===== config.mk =====
export PLATFORM = sky130hd
export DESIGN_NAME = dbp_host
export DESIGN_NICKNAME = d
export VERILOG_FILES = /design/src/hw/dbp_host.v
export VERILOG_INCLUDE_DIRS = /design/src /design/src/hw
export SDC_FILE = /design/constraint.sdc
export NUM_CORES = 1
export LEC_CHECK = 0
export BUFFER_PORTS_ARGS = -buffer_cell sky130_fd_sc_hd__buf_2
export CORE_UTILIZATION = 40
export DETAILED_ROUTE_END_ITERATION = 6
export MAX_ROUTING_LAYER = met4
export PLACE_DENSITY_LB_ADDON = 0.05
export SLEW_MARGIN = 25
export SYNTH_ARGS = -nofsm -noshare
export SYNTH_HDL_FRONTEND = slang
export SYNTH_SLANG_ARGS = --single-unit

===== constraint.sdc =====
create_clock -name aclk -period 2.45 [get_ports aclk]
set_clock_uncertainty 0.05 [all_clocks]
set_input_delay 0.1225 -clock aclk [delete_from_list [all_inputs] [get_ports aclk]]
set_output_delay 0.1225 -clock aclk [all_outputs]
set_load 0.02 [all_outputs]

===== src/hw/dbp_host_regs.vh =====
// register map, field positions and timing counts of the converter port controller
// Overview of operation
// - host pulses write strobe per channel, changing address as strobe falls
// - host keeps data valid setup before and hold after strobe rise
// - write strobe low plus high time at least 80 ns
// - host keeps chip select high during a transfer
// - single channel update is one load followed by one transfer
// - readback uses read/write high, chip select low, strobes high
`ifndef DBP_HOST_REGS_VH
`define DBP_HOST_REGS_VH
`define DBP_ADDR_COMMAND      4'h0
`define DBP_ADDR_STATUS       4'h4
`define DBP_ADDR_CONFIG       4'h8
`define DBP_CMD_DATA_LSB      0
`define DBP_CMD_CHAN_LSB      8
`define DBP_CMD_OP_LSB        12
`define DBP_OP_NONE           2'h0
`define DBP_OP_WRITE          2'h1
`define DBP_OP_READ           2'h2
`define DBP_OP_TRANSFER       2'h3
`define DBP_STAT_BUSY_BIT     0
`define DBP_STAT_DATA_LSB     8
`define DBP_CFG_CLEAR_BIT     0
`define DBP_RESET_COMMAND     14'h0000
`define DBP_RESET_CONFIG      1'h0
`define DBP_CLK_NS            10
`define DBP_STROBE_LOW_NS     40
`define DBP_STROBE_HIGH_NS    40
`define DBP_DATA_HOLD_NS      10
`define DBP_READ_WAIT_NS      200
`define DBP_CYC(ns)           (((ns) + `DBP_CLK_NS - 1) / `DBP_CLK_NS)
`define DBP_STROBE_LOW_CYC    `DBP_CYC(`DBP_STROBE_LOW_NS)
`define DBP_STROBE_HIGH_CYC   `DBP_CYC(`DBP_STROBE_HIGH_NS)
`define DBP_DATA_HOLD_CYC     `DBP_CYC(`DBP_DATA_HOLD_NS)
`define DBP_READ_WAIT_CYC     `DBP_CYC(`DBP_READ_WAIT_NS)
`endif


===== src/hw/dbp_host.v =====
// host controller driving the sixteen-channel double-buffered converter port
`include "dbp_host_regs.vh"
module dbp_host #(
  parameter [7:0] LOW_CYC  = `DBP_STROBE_LOW_CYC,
  parameter [7:0] HIGH_CYC = `DBP_STROBE_HIGH_CYC,
  parameter [7:0] HOLD_CYC = `DBP_DATA_HOLD_CYC,
  parameter [7:0] READ_CYC = `DBP_READ_WAIT_CYC
) (
  input  wire        aclk,
  input  wire        aresetn,
  input  wire [3:0]  s_axi_awaddr,
  input  wire        s_axi_awvalid,
  output reg         s_axi_awready,
  input  wire [31:0] s_axi_wdata,
  input  wire [3:0]  s_axi_wstrb,
  input  wire        s_axi_wvalid,
  output reg         s_axi_wready,
  output reg  [1:0]  s_axi_bresp,
  output reg         s_axi_bvalid,
  input  wire        s_axi_bready,
  input  wire [3:0]  s_axi_araddr,
  input  wire        s_axi_arvalid,
  output reg         s_axi_arready,
  output reg  [31:0] s_axi_rdata,
  output reg  [1:0]  s_axi_rresp,
  output reg         s_axi_rvalid,
  input  wire        s_axi_rready,
  output reg  [3:0]  channel_select,
  input  wire [7:0]  data_pins_in,
  output reg  [7:0]  data_pins_out,
  output reg         data_pins_oe,
  output reg         chip_select_n,
  output reg         read_write,
  output reg         write_strobe_n,
  output reg         transfer_strobe_n,
  output reg         clear_n
);
  // ----------------------------------------------------------------
  // state encoding
  // ----------------------------------------------------------------
  localparam [2:0] ST_IDLE   = 3'h0;
  localparam [2:0] ST_W_LOW  = 3'h1;
  localparam [2:0] ST_W_HOLD = 3'h2;
  localparam [2:0] ST_T_LOW  = 3'h3;
  localparam [2:0] ST_R_WAIT = 3'h4;
  localparam [2:0] ST_R_CAP  = 3'h5;
  localparam [2:0] ST_GAP    = 3'h6;
  localparam [7:0] SYNC_CYC  = 8'h03;

  reg  [2:0]  state;
  reg  [7:0]  count;
  reg  [13:0] command;
  reg         cfg_clear;
  reg  [7:0]  read_data;
  reg  [7:0]  sync1;
  reg  [7:0]  sync2;
  reg  [7:0]  sync3;
  reg         aw_held;
  reg         w_held;
  reg  [3:0]  aw_addr;
  reg  [31:0] w_data;
  reg  [3:0]  w_strb;
  reg         start;
  reg  [1:0]  start_op;
  wire        busy = (state != ST_IDLE) | start;
  wire        do_write = aw_held & w_held & ~s_axi_bvalid;

  function mapped;
    input [3:0] addr;
    begin
      mapped = (addr == `DBP_ADDR_COMMAND) | (addr == `DBP_ADDR_STATUS) |
               (addr == `DBP_ADDR_CONFIG);
    end
  endfunction

  // ----------------------------------------------------------------
  // axi4-lite write path
  // ----------------------------------------------------------------
  always @(posedge aclk) begin
    if (!aresetn) begin
      s_axi_awready <= 1'b0;
      s_axi_wready  <= 1'b0;
      s_axi_bvalid  <= 1'b0;
      s_axi_bresp   <= 2'h0;
      aw_held       <= 1'b0;
      w_held        <= 1'b0;
      aw_addr       <= 4'h0;
      w_data        <= 32'h0;
      w_strb        <= 4'h0;
      command       <= `DBP_RESET_COMMAND;
      cfg_clear     <= `DBP_RESET_CONFIG;
      start         <= 1'b0;
      start_op      <= `DBP_OP_NONE;
    end else begin
      start         <= 1'b0;
      s_axi_awready <= ~aw_held & ~(s_axi_awvalid & s_axi_awready);
      s_axi_wready  <= ~w_held & ~(s_axi_wvalid & s_axi_wready);
      if (s_axi_awvalid & s_axi_awready) begin
        aw_held <= 1'b1;
        aw_addr <= s_axi_awaddr;
      end
      if (s_axi_wvalid & s_axi_wready) begin
        w_held <= 1'b1;
        w_data <= s_axi_wdata;
        w_strb <= s_axi_wstrb;
      end
      if (do_write) begin
        s_axi_bvalid <= 1'b1;
        s_axi_bresp  <= 2'h0;
        if (!mapped(aw_addr) || (aw_addr == `DBP_ADDR_COMMAND && busy)) begin
          s_axi_bresp <= 2'h2;
        end else if (aw_addr == `DBP_ADDR_COMMAND && w_strb[1:0] == 2'h3) begin
          command  <= w_data[13:0];
          start    <= 1'b1;
          start_op <= w_data[`DBP_CMD_OP_LSB +: 2];
        end else if (aw_addr == `DBP_ADDR_CONFIG && w_strb[0]) begin
          cfg_clear <= w_data[`DBP_CFG_CLEAR_BIT];
        end
      end
      if (s_axi_bvalid & s_axi_bready) begin
        s_axi_bvalid <= 1'b0;
        aw_held      <= 1'b0;
        w_held       <= 1'b0;
      end
    end
  end

  // ----------------------------------------------------------------
  // axi4-lite read path
  // ----------------------------------------------------------------
  always @(posedge aclk) begin
    if (!aresetn) begin
      s_axi_arready <= 1'b0;
      s_axi_rvalid  <= 1'b0;
      s_axi_rdata   <= 32'h0;
      s_axi_rresp   <= 2'h0;
    end else begin
      s_axi_arready <= ~s_axi_rvalid & ~(s_axi_arvalid & s_axi_arready);
      if (s_axi_arvalid & s_axi_arready) begin
        s_axi_rvalid <= 1'b1;
        s_axi_rresp  <= mapped(s_axi_araddr) ? 2'h0 : 2'h2;
        case (s_axi_araddr)
          `DBP_ADDR_COMMAND: s_axi_rdata <= {18'h0, command};
          `DBP_ADDR_STATUS:  s_axi_rdata <= {16'h0, read_data, 7'h0, busy};
          `DBP_ADDR_CONFIG:  s_axi_rdata <= {31'h0, cfg_clear};
          default:           s_axi_rdata <= 32'h0;
        endcase
      end else if (s_axi_rvalid & s_axi_rready) begin
        s_axi_rvalid <= 1'b0;
      end
    end
  end

  // ----------------------------------------------------------------
  // readback synchroniser
  // ----------------------------------------------------------------
  always @(posedge aclk) begin
    if (!aresetn) begin
      sync1 <= 8'h00;
      sync2 <= 8'h00;
      sync3 <= 8'h00;
    end else begin
      sync1 <= data_pins_in;
      sync2 <= sync1;
      sync3 <= sync2;
    end
  end

  // ----------------------------------------------------------------
  // pin sequencer
  // ----------------------------------------------------------------
  always @(posedge aclk) begin
    if (!aresetn) begin
      state             <= ST_IDLE;
      count             <= 8'h00;
      read_data         <= 8'h00;
      channel_select    <= 4'h0;
      data_pins_out     <= 8'h00;
      data_pins_oe      <= 1'b1;
      chip_select_n     <= 1'b1;
      read_write        <= 1'b1;
      write_strobe_n    <= 1'b1;
      transfer_strobe_n <= 1'b1;
      clear_n           <= 1'b0;
    end else begin
      clear_n <= ~cfg_clear;
      case (state)
        ST_IDLE: begin
          if (start) begin
            channel_select <= command[`DBP_CMD_CHAN_LSB +: 4];
            case (start_op)
              `DBP_OP_WRITE: begin
                // address, data and strobe fall together
                data_pins_out  <= command[`DBP_CMD_DATA_LSB +: 8];
                data_pins_oe   <= 1'b0;
                read_write     <= 1'b0;
                chip_select_n  <= 1'b0;
                write_strobe_n <= 1'b0;
                count          <= LOW_CYC - 8'h01;
                state          <= ST_W_LOW;
              end
              `DBP_OP_READ: begin
                data_pins_oe      <= 1'b1;
                read_write        <= 1'b1;
                chip_select_n     <= 1'b0;
                write_strobe_n    <= 1'b1;
                transfer_strobe_n <= 1'b1;
                count             <= READ_CYC + SYNC_CYC;
                state             <= ST_R_WAIT;
              end
              `DBP_OP_TRANSFER: begin
                chip_select_n     <= 1'b1;
                write_strobe_n    <= 1'b0;
                transfer_strobe_n <= 1'b0;
                count             <= LOW_CYC - 8'h01;
                state             <= ST_T_LOW;
              end
              default: state <= ST_IDLE;
            endcase
          end
        end
        ST_W_LOW: begin
          if (count == 8'h00) begin
            write_strobe_n <= 1'b1;
            count          <= HOLD_CYC - 8'h01;
            state          <= ST_W_HOLD;
          end else begin
            count <= count - 8'h01;
          end
        end
        ST_W_HOLD: begin
          if (count == 8'h00) begin
            chip_select_n <= 1'b1;
            data_pins_oe  <= 1'b1;
            count         <= HIGH_CYC - 8'h01;
            state         <= ST_GAP;
          end else begin
            count <= count - 8'h01;
          end
        end
        ST_T_LOW: begin
          if (count == 8'h00) begin
            write_strobe_n    <= 1'b1;
            transfer_strobe_n <= 1'b1;
            count             <= HIGH_CYC - 8'h01;
            state             <= ST_GAP;
          end else begin
            count <= count - 8'h01;
          end
        end
        ST_R_WAIT: begin
          if (count == 8'h00) begin
            state <= ST_R_CAP;
          end else begin
            count <= count - 8'h01;
          end
        end
        ST_R_CAP: begin
          if (sync2 == sync3) begin
            read_data     <= sync3;
            chip_select_n <= 1'b1;
            count         <= HIGH_CYC - 8'h01;
            state         <= ST_GAP;
          end
        end
        ST_GAP: begin
          // strobe high time keeps the strobe period legal
          if (count == 8'h00) begin
            state <= ST_IDLE;
          end else begin
            count <= count - 8'h01;
          end
        end
        default: state <= ST_IDLE;
      endcase
    end
  end
endmodule


==> results.tsv <==
metric	value	unit
seqCellArea	2440	um2
instances_no_fill	849	
clkSlewWorstSetupHoldPaths	0.06	ns
cts_hold_buf	36	
multi_input_area	2350	um2
yosys_warnings	0	
async_flop_share	0	
io_buffer_count	79	
synth_seq_cells	122	
met1_length	5970	um
first_pass_iters	4	
drt_iter0_markers	273	
routed_wl	12400	um
crit_arrival	2.46	ns
wl_per_cell	14.6	um
netlist_instances	552	
fillers	1161	
crit_path_end_kind	flop	
max_slew_margin	0.486	
clockRootBuffer	clkbuf_16	
ys_types	61	
coreArea	12200	um2
insertion_delay	0.42	ns
ant_nets	0	
drive_above_1_share	0.199	
dp_hpwl	8270	um
power	4.58	mW
final_max_slew_viol_count	0	
finalSetupTns	0	ns
die-area	13100	um2
cts_setup_buffers	0	
die_w	115	um
vias_per_cell	4.94	
ys.flop_type	dfxtp_1	
whs_path_depth	3	
die_y	115	um
synth.avg_cell_area	9.19	um2
path_class	reg -> reg	
finalSetupViolations	0	
pre_cts_ws	0.257	ns
p_per_area	711	nW/um2
std_cell_rows	40	
leakagePower	2.61	nW
layout_setup_ws	0.252	ns
wl_met3	489	um
hold_viol_final	0	
run_status	complete, no violations	
wl_met2	5770	um
grt_usage	0.210	
grt_pass1_vias	4164	
maxUsedRoutingLayer	met4	
grt_overflow	0	
grt_max_degree	41	
fin_crit	2.20	ns
areaGrowthSynthToFinish	27.0	%
antenna_found_initial	1	
fin_crit_sh	0.897	
drcViolationCount	0	
netlist_area	5070	um2
start_kind	flop	
path_max_fanout	9	
synth-edff-count	0	
cts_resized	0	
rsz0062_at_grt	no	
tightest_slew	0.771	ns
rr_worst_depth	7	
clock_path_buffers	2	
htree_levels	4	
drv_cap	0	
crit_required	2.71	ns
grt_pass1_wl	20300	um
fmax	0.455	GHz
vias	4193	
gp_congestion	0.817	
tritoncts	built	
initial_core_util	0.416	
cts_sinks	122	
dp_cells	781	
hold_path_class	in -> reg	
peakVddDrop	0.506	mV
yosysSeqAreaShare	0.481	
io_pins	118	
cts_buffers	17	
nNetsFinal	734	
[where the power goes]
group	switching [mW]	total, mW	internal, mW
clock network	0.888	2.27	1.38
logic	0.151	0.261	0.110
registers	0.0249	2.05	2.03
total	1.06	4.58	3.52
[routing by layer]
metal,vias to the layer above,global-route usage
li1,2106,-
met1,1990,0.261
met2,84,0.326
met3,13,0.0630
met4,0,0.0658
met5,-,-
[synth_stat cells (7+ instances only)]
master    count  area [um2]
nor2_1       48         180
clkbuf_1     16        60.1
a21oi_1      48         240
buf_1         7        26.3
nor3_1        8        40.0
nand3_1      15        75.1
mux2i_1      31         310
and2_1       29         181
a22o_1        7        61.3
xor2_1        8        70.1
dfxtp_1     122        2440
inv_1        11        41.3
buf_4        18         135
ha_1          7        87.6
nand2_1      74         278
o21ai_0      15        75.1
[sequential cells by signal, indices dropped and copies added (netlist names), 3 cells and up]
register and cells:
s_axi_rdata 16, command 14, channel_select 4, sync1 8, aw_addr 4, count 8
sync3 8, data_pins_out 8, w_data 14, sync2 8, state 3, read_data 8
[worst paths after layout]
check           startpoint        endpoint  slack, ns
max               count[0]        count[0]       0.25
max reg2reg       count[0]        count[0]       0.25
min          s_axi_arvalid  s_axi_rresp[1]       0.01
min reg2reg       sync1[5]        sync2[5]       0.38
[critical path: stages (launching register included)]
cell       delay, ns
dfxtp_1         0.33
inv_1           0.12
ha_1            0.18
nor4b_4         0.34
a21oi_2         0.13
a311oi_4        0.52
nor4_1          0.13
a2111oi_2       0.29
[cells in the final DEF (no fill, tap or decap), types with 17 or more instances in the layout]
master         netlist  layout
and2_1              29      29
dfxtp_1            122     122
buf_2                3      79
nand2_1             74      74
mux2i_1             31      31
dlygate4sd3_1        0      36
conb_1               1      18
clkbuf_16            0      17
nor2_1              48      48
a21oi_1             48      48
[per-stage QoR]
step / cell area, um2 / util / hold WS, ns
2_1_floorplan: 5140 / - / 0.200
3_3_place_gp: 5550 / 0.454 / 0.280
3_5_place_dp: 5550 / 0.454 / 0.281
4_1_cts: 6440 / 0.527 / 0.00173
5_1_grt: 6440 / 0.528 / 0.0492
6_report: 6440 / 0.528 / 0.0143
[area by class of cell]
type / count / area share
diodes: 1 / 0.000388
clock buffers: 19 / 0.0672
clock inverters: 12 / 0.0159
inverters: 12 / 0.00699
multi-input cells: 386 / 0.364
flip-flops and latches: 122 / 0.379
well taps: 168 / 0.0326
repair buffers: 129 / 0.134
[kinds of logic (layout without fill, tap and decap cells)]
kind of cell             count (synthesis)  in the layout  synth area share
multiplexers                            31             31            0.0611
AND/OR/NAND/NOR                        211            211             0.213
adder cells (fa/ha/maj)                  7              7            0.0173
buffers and inverters                   61            172            0.0688
flip-flops                             122            122             0.481
other                                    1             19          0.000739
XOR/XNOR                                 8              8            0.0138
AO/OA/AOI/OAI                          111            111             0.144
Power figures use the tool's default switching activity.
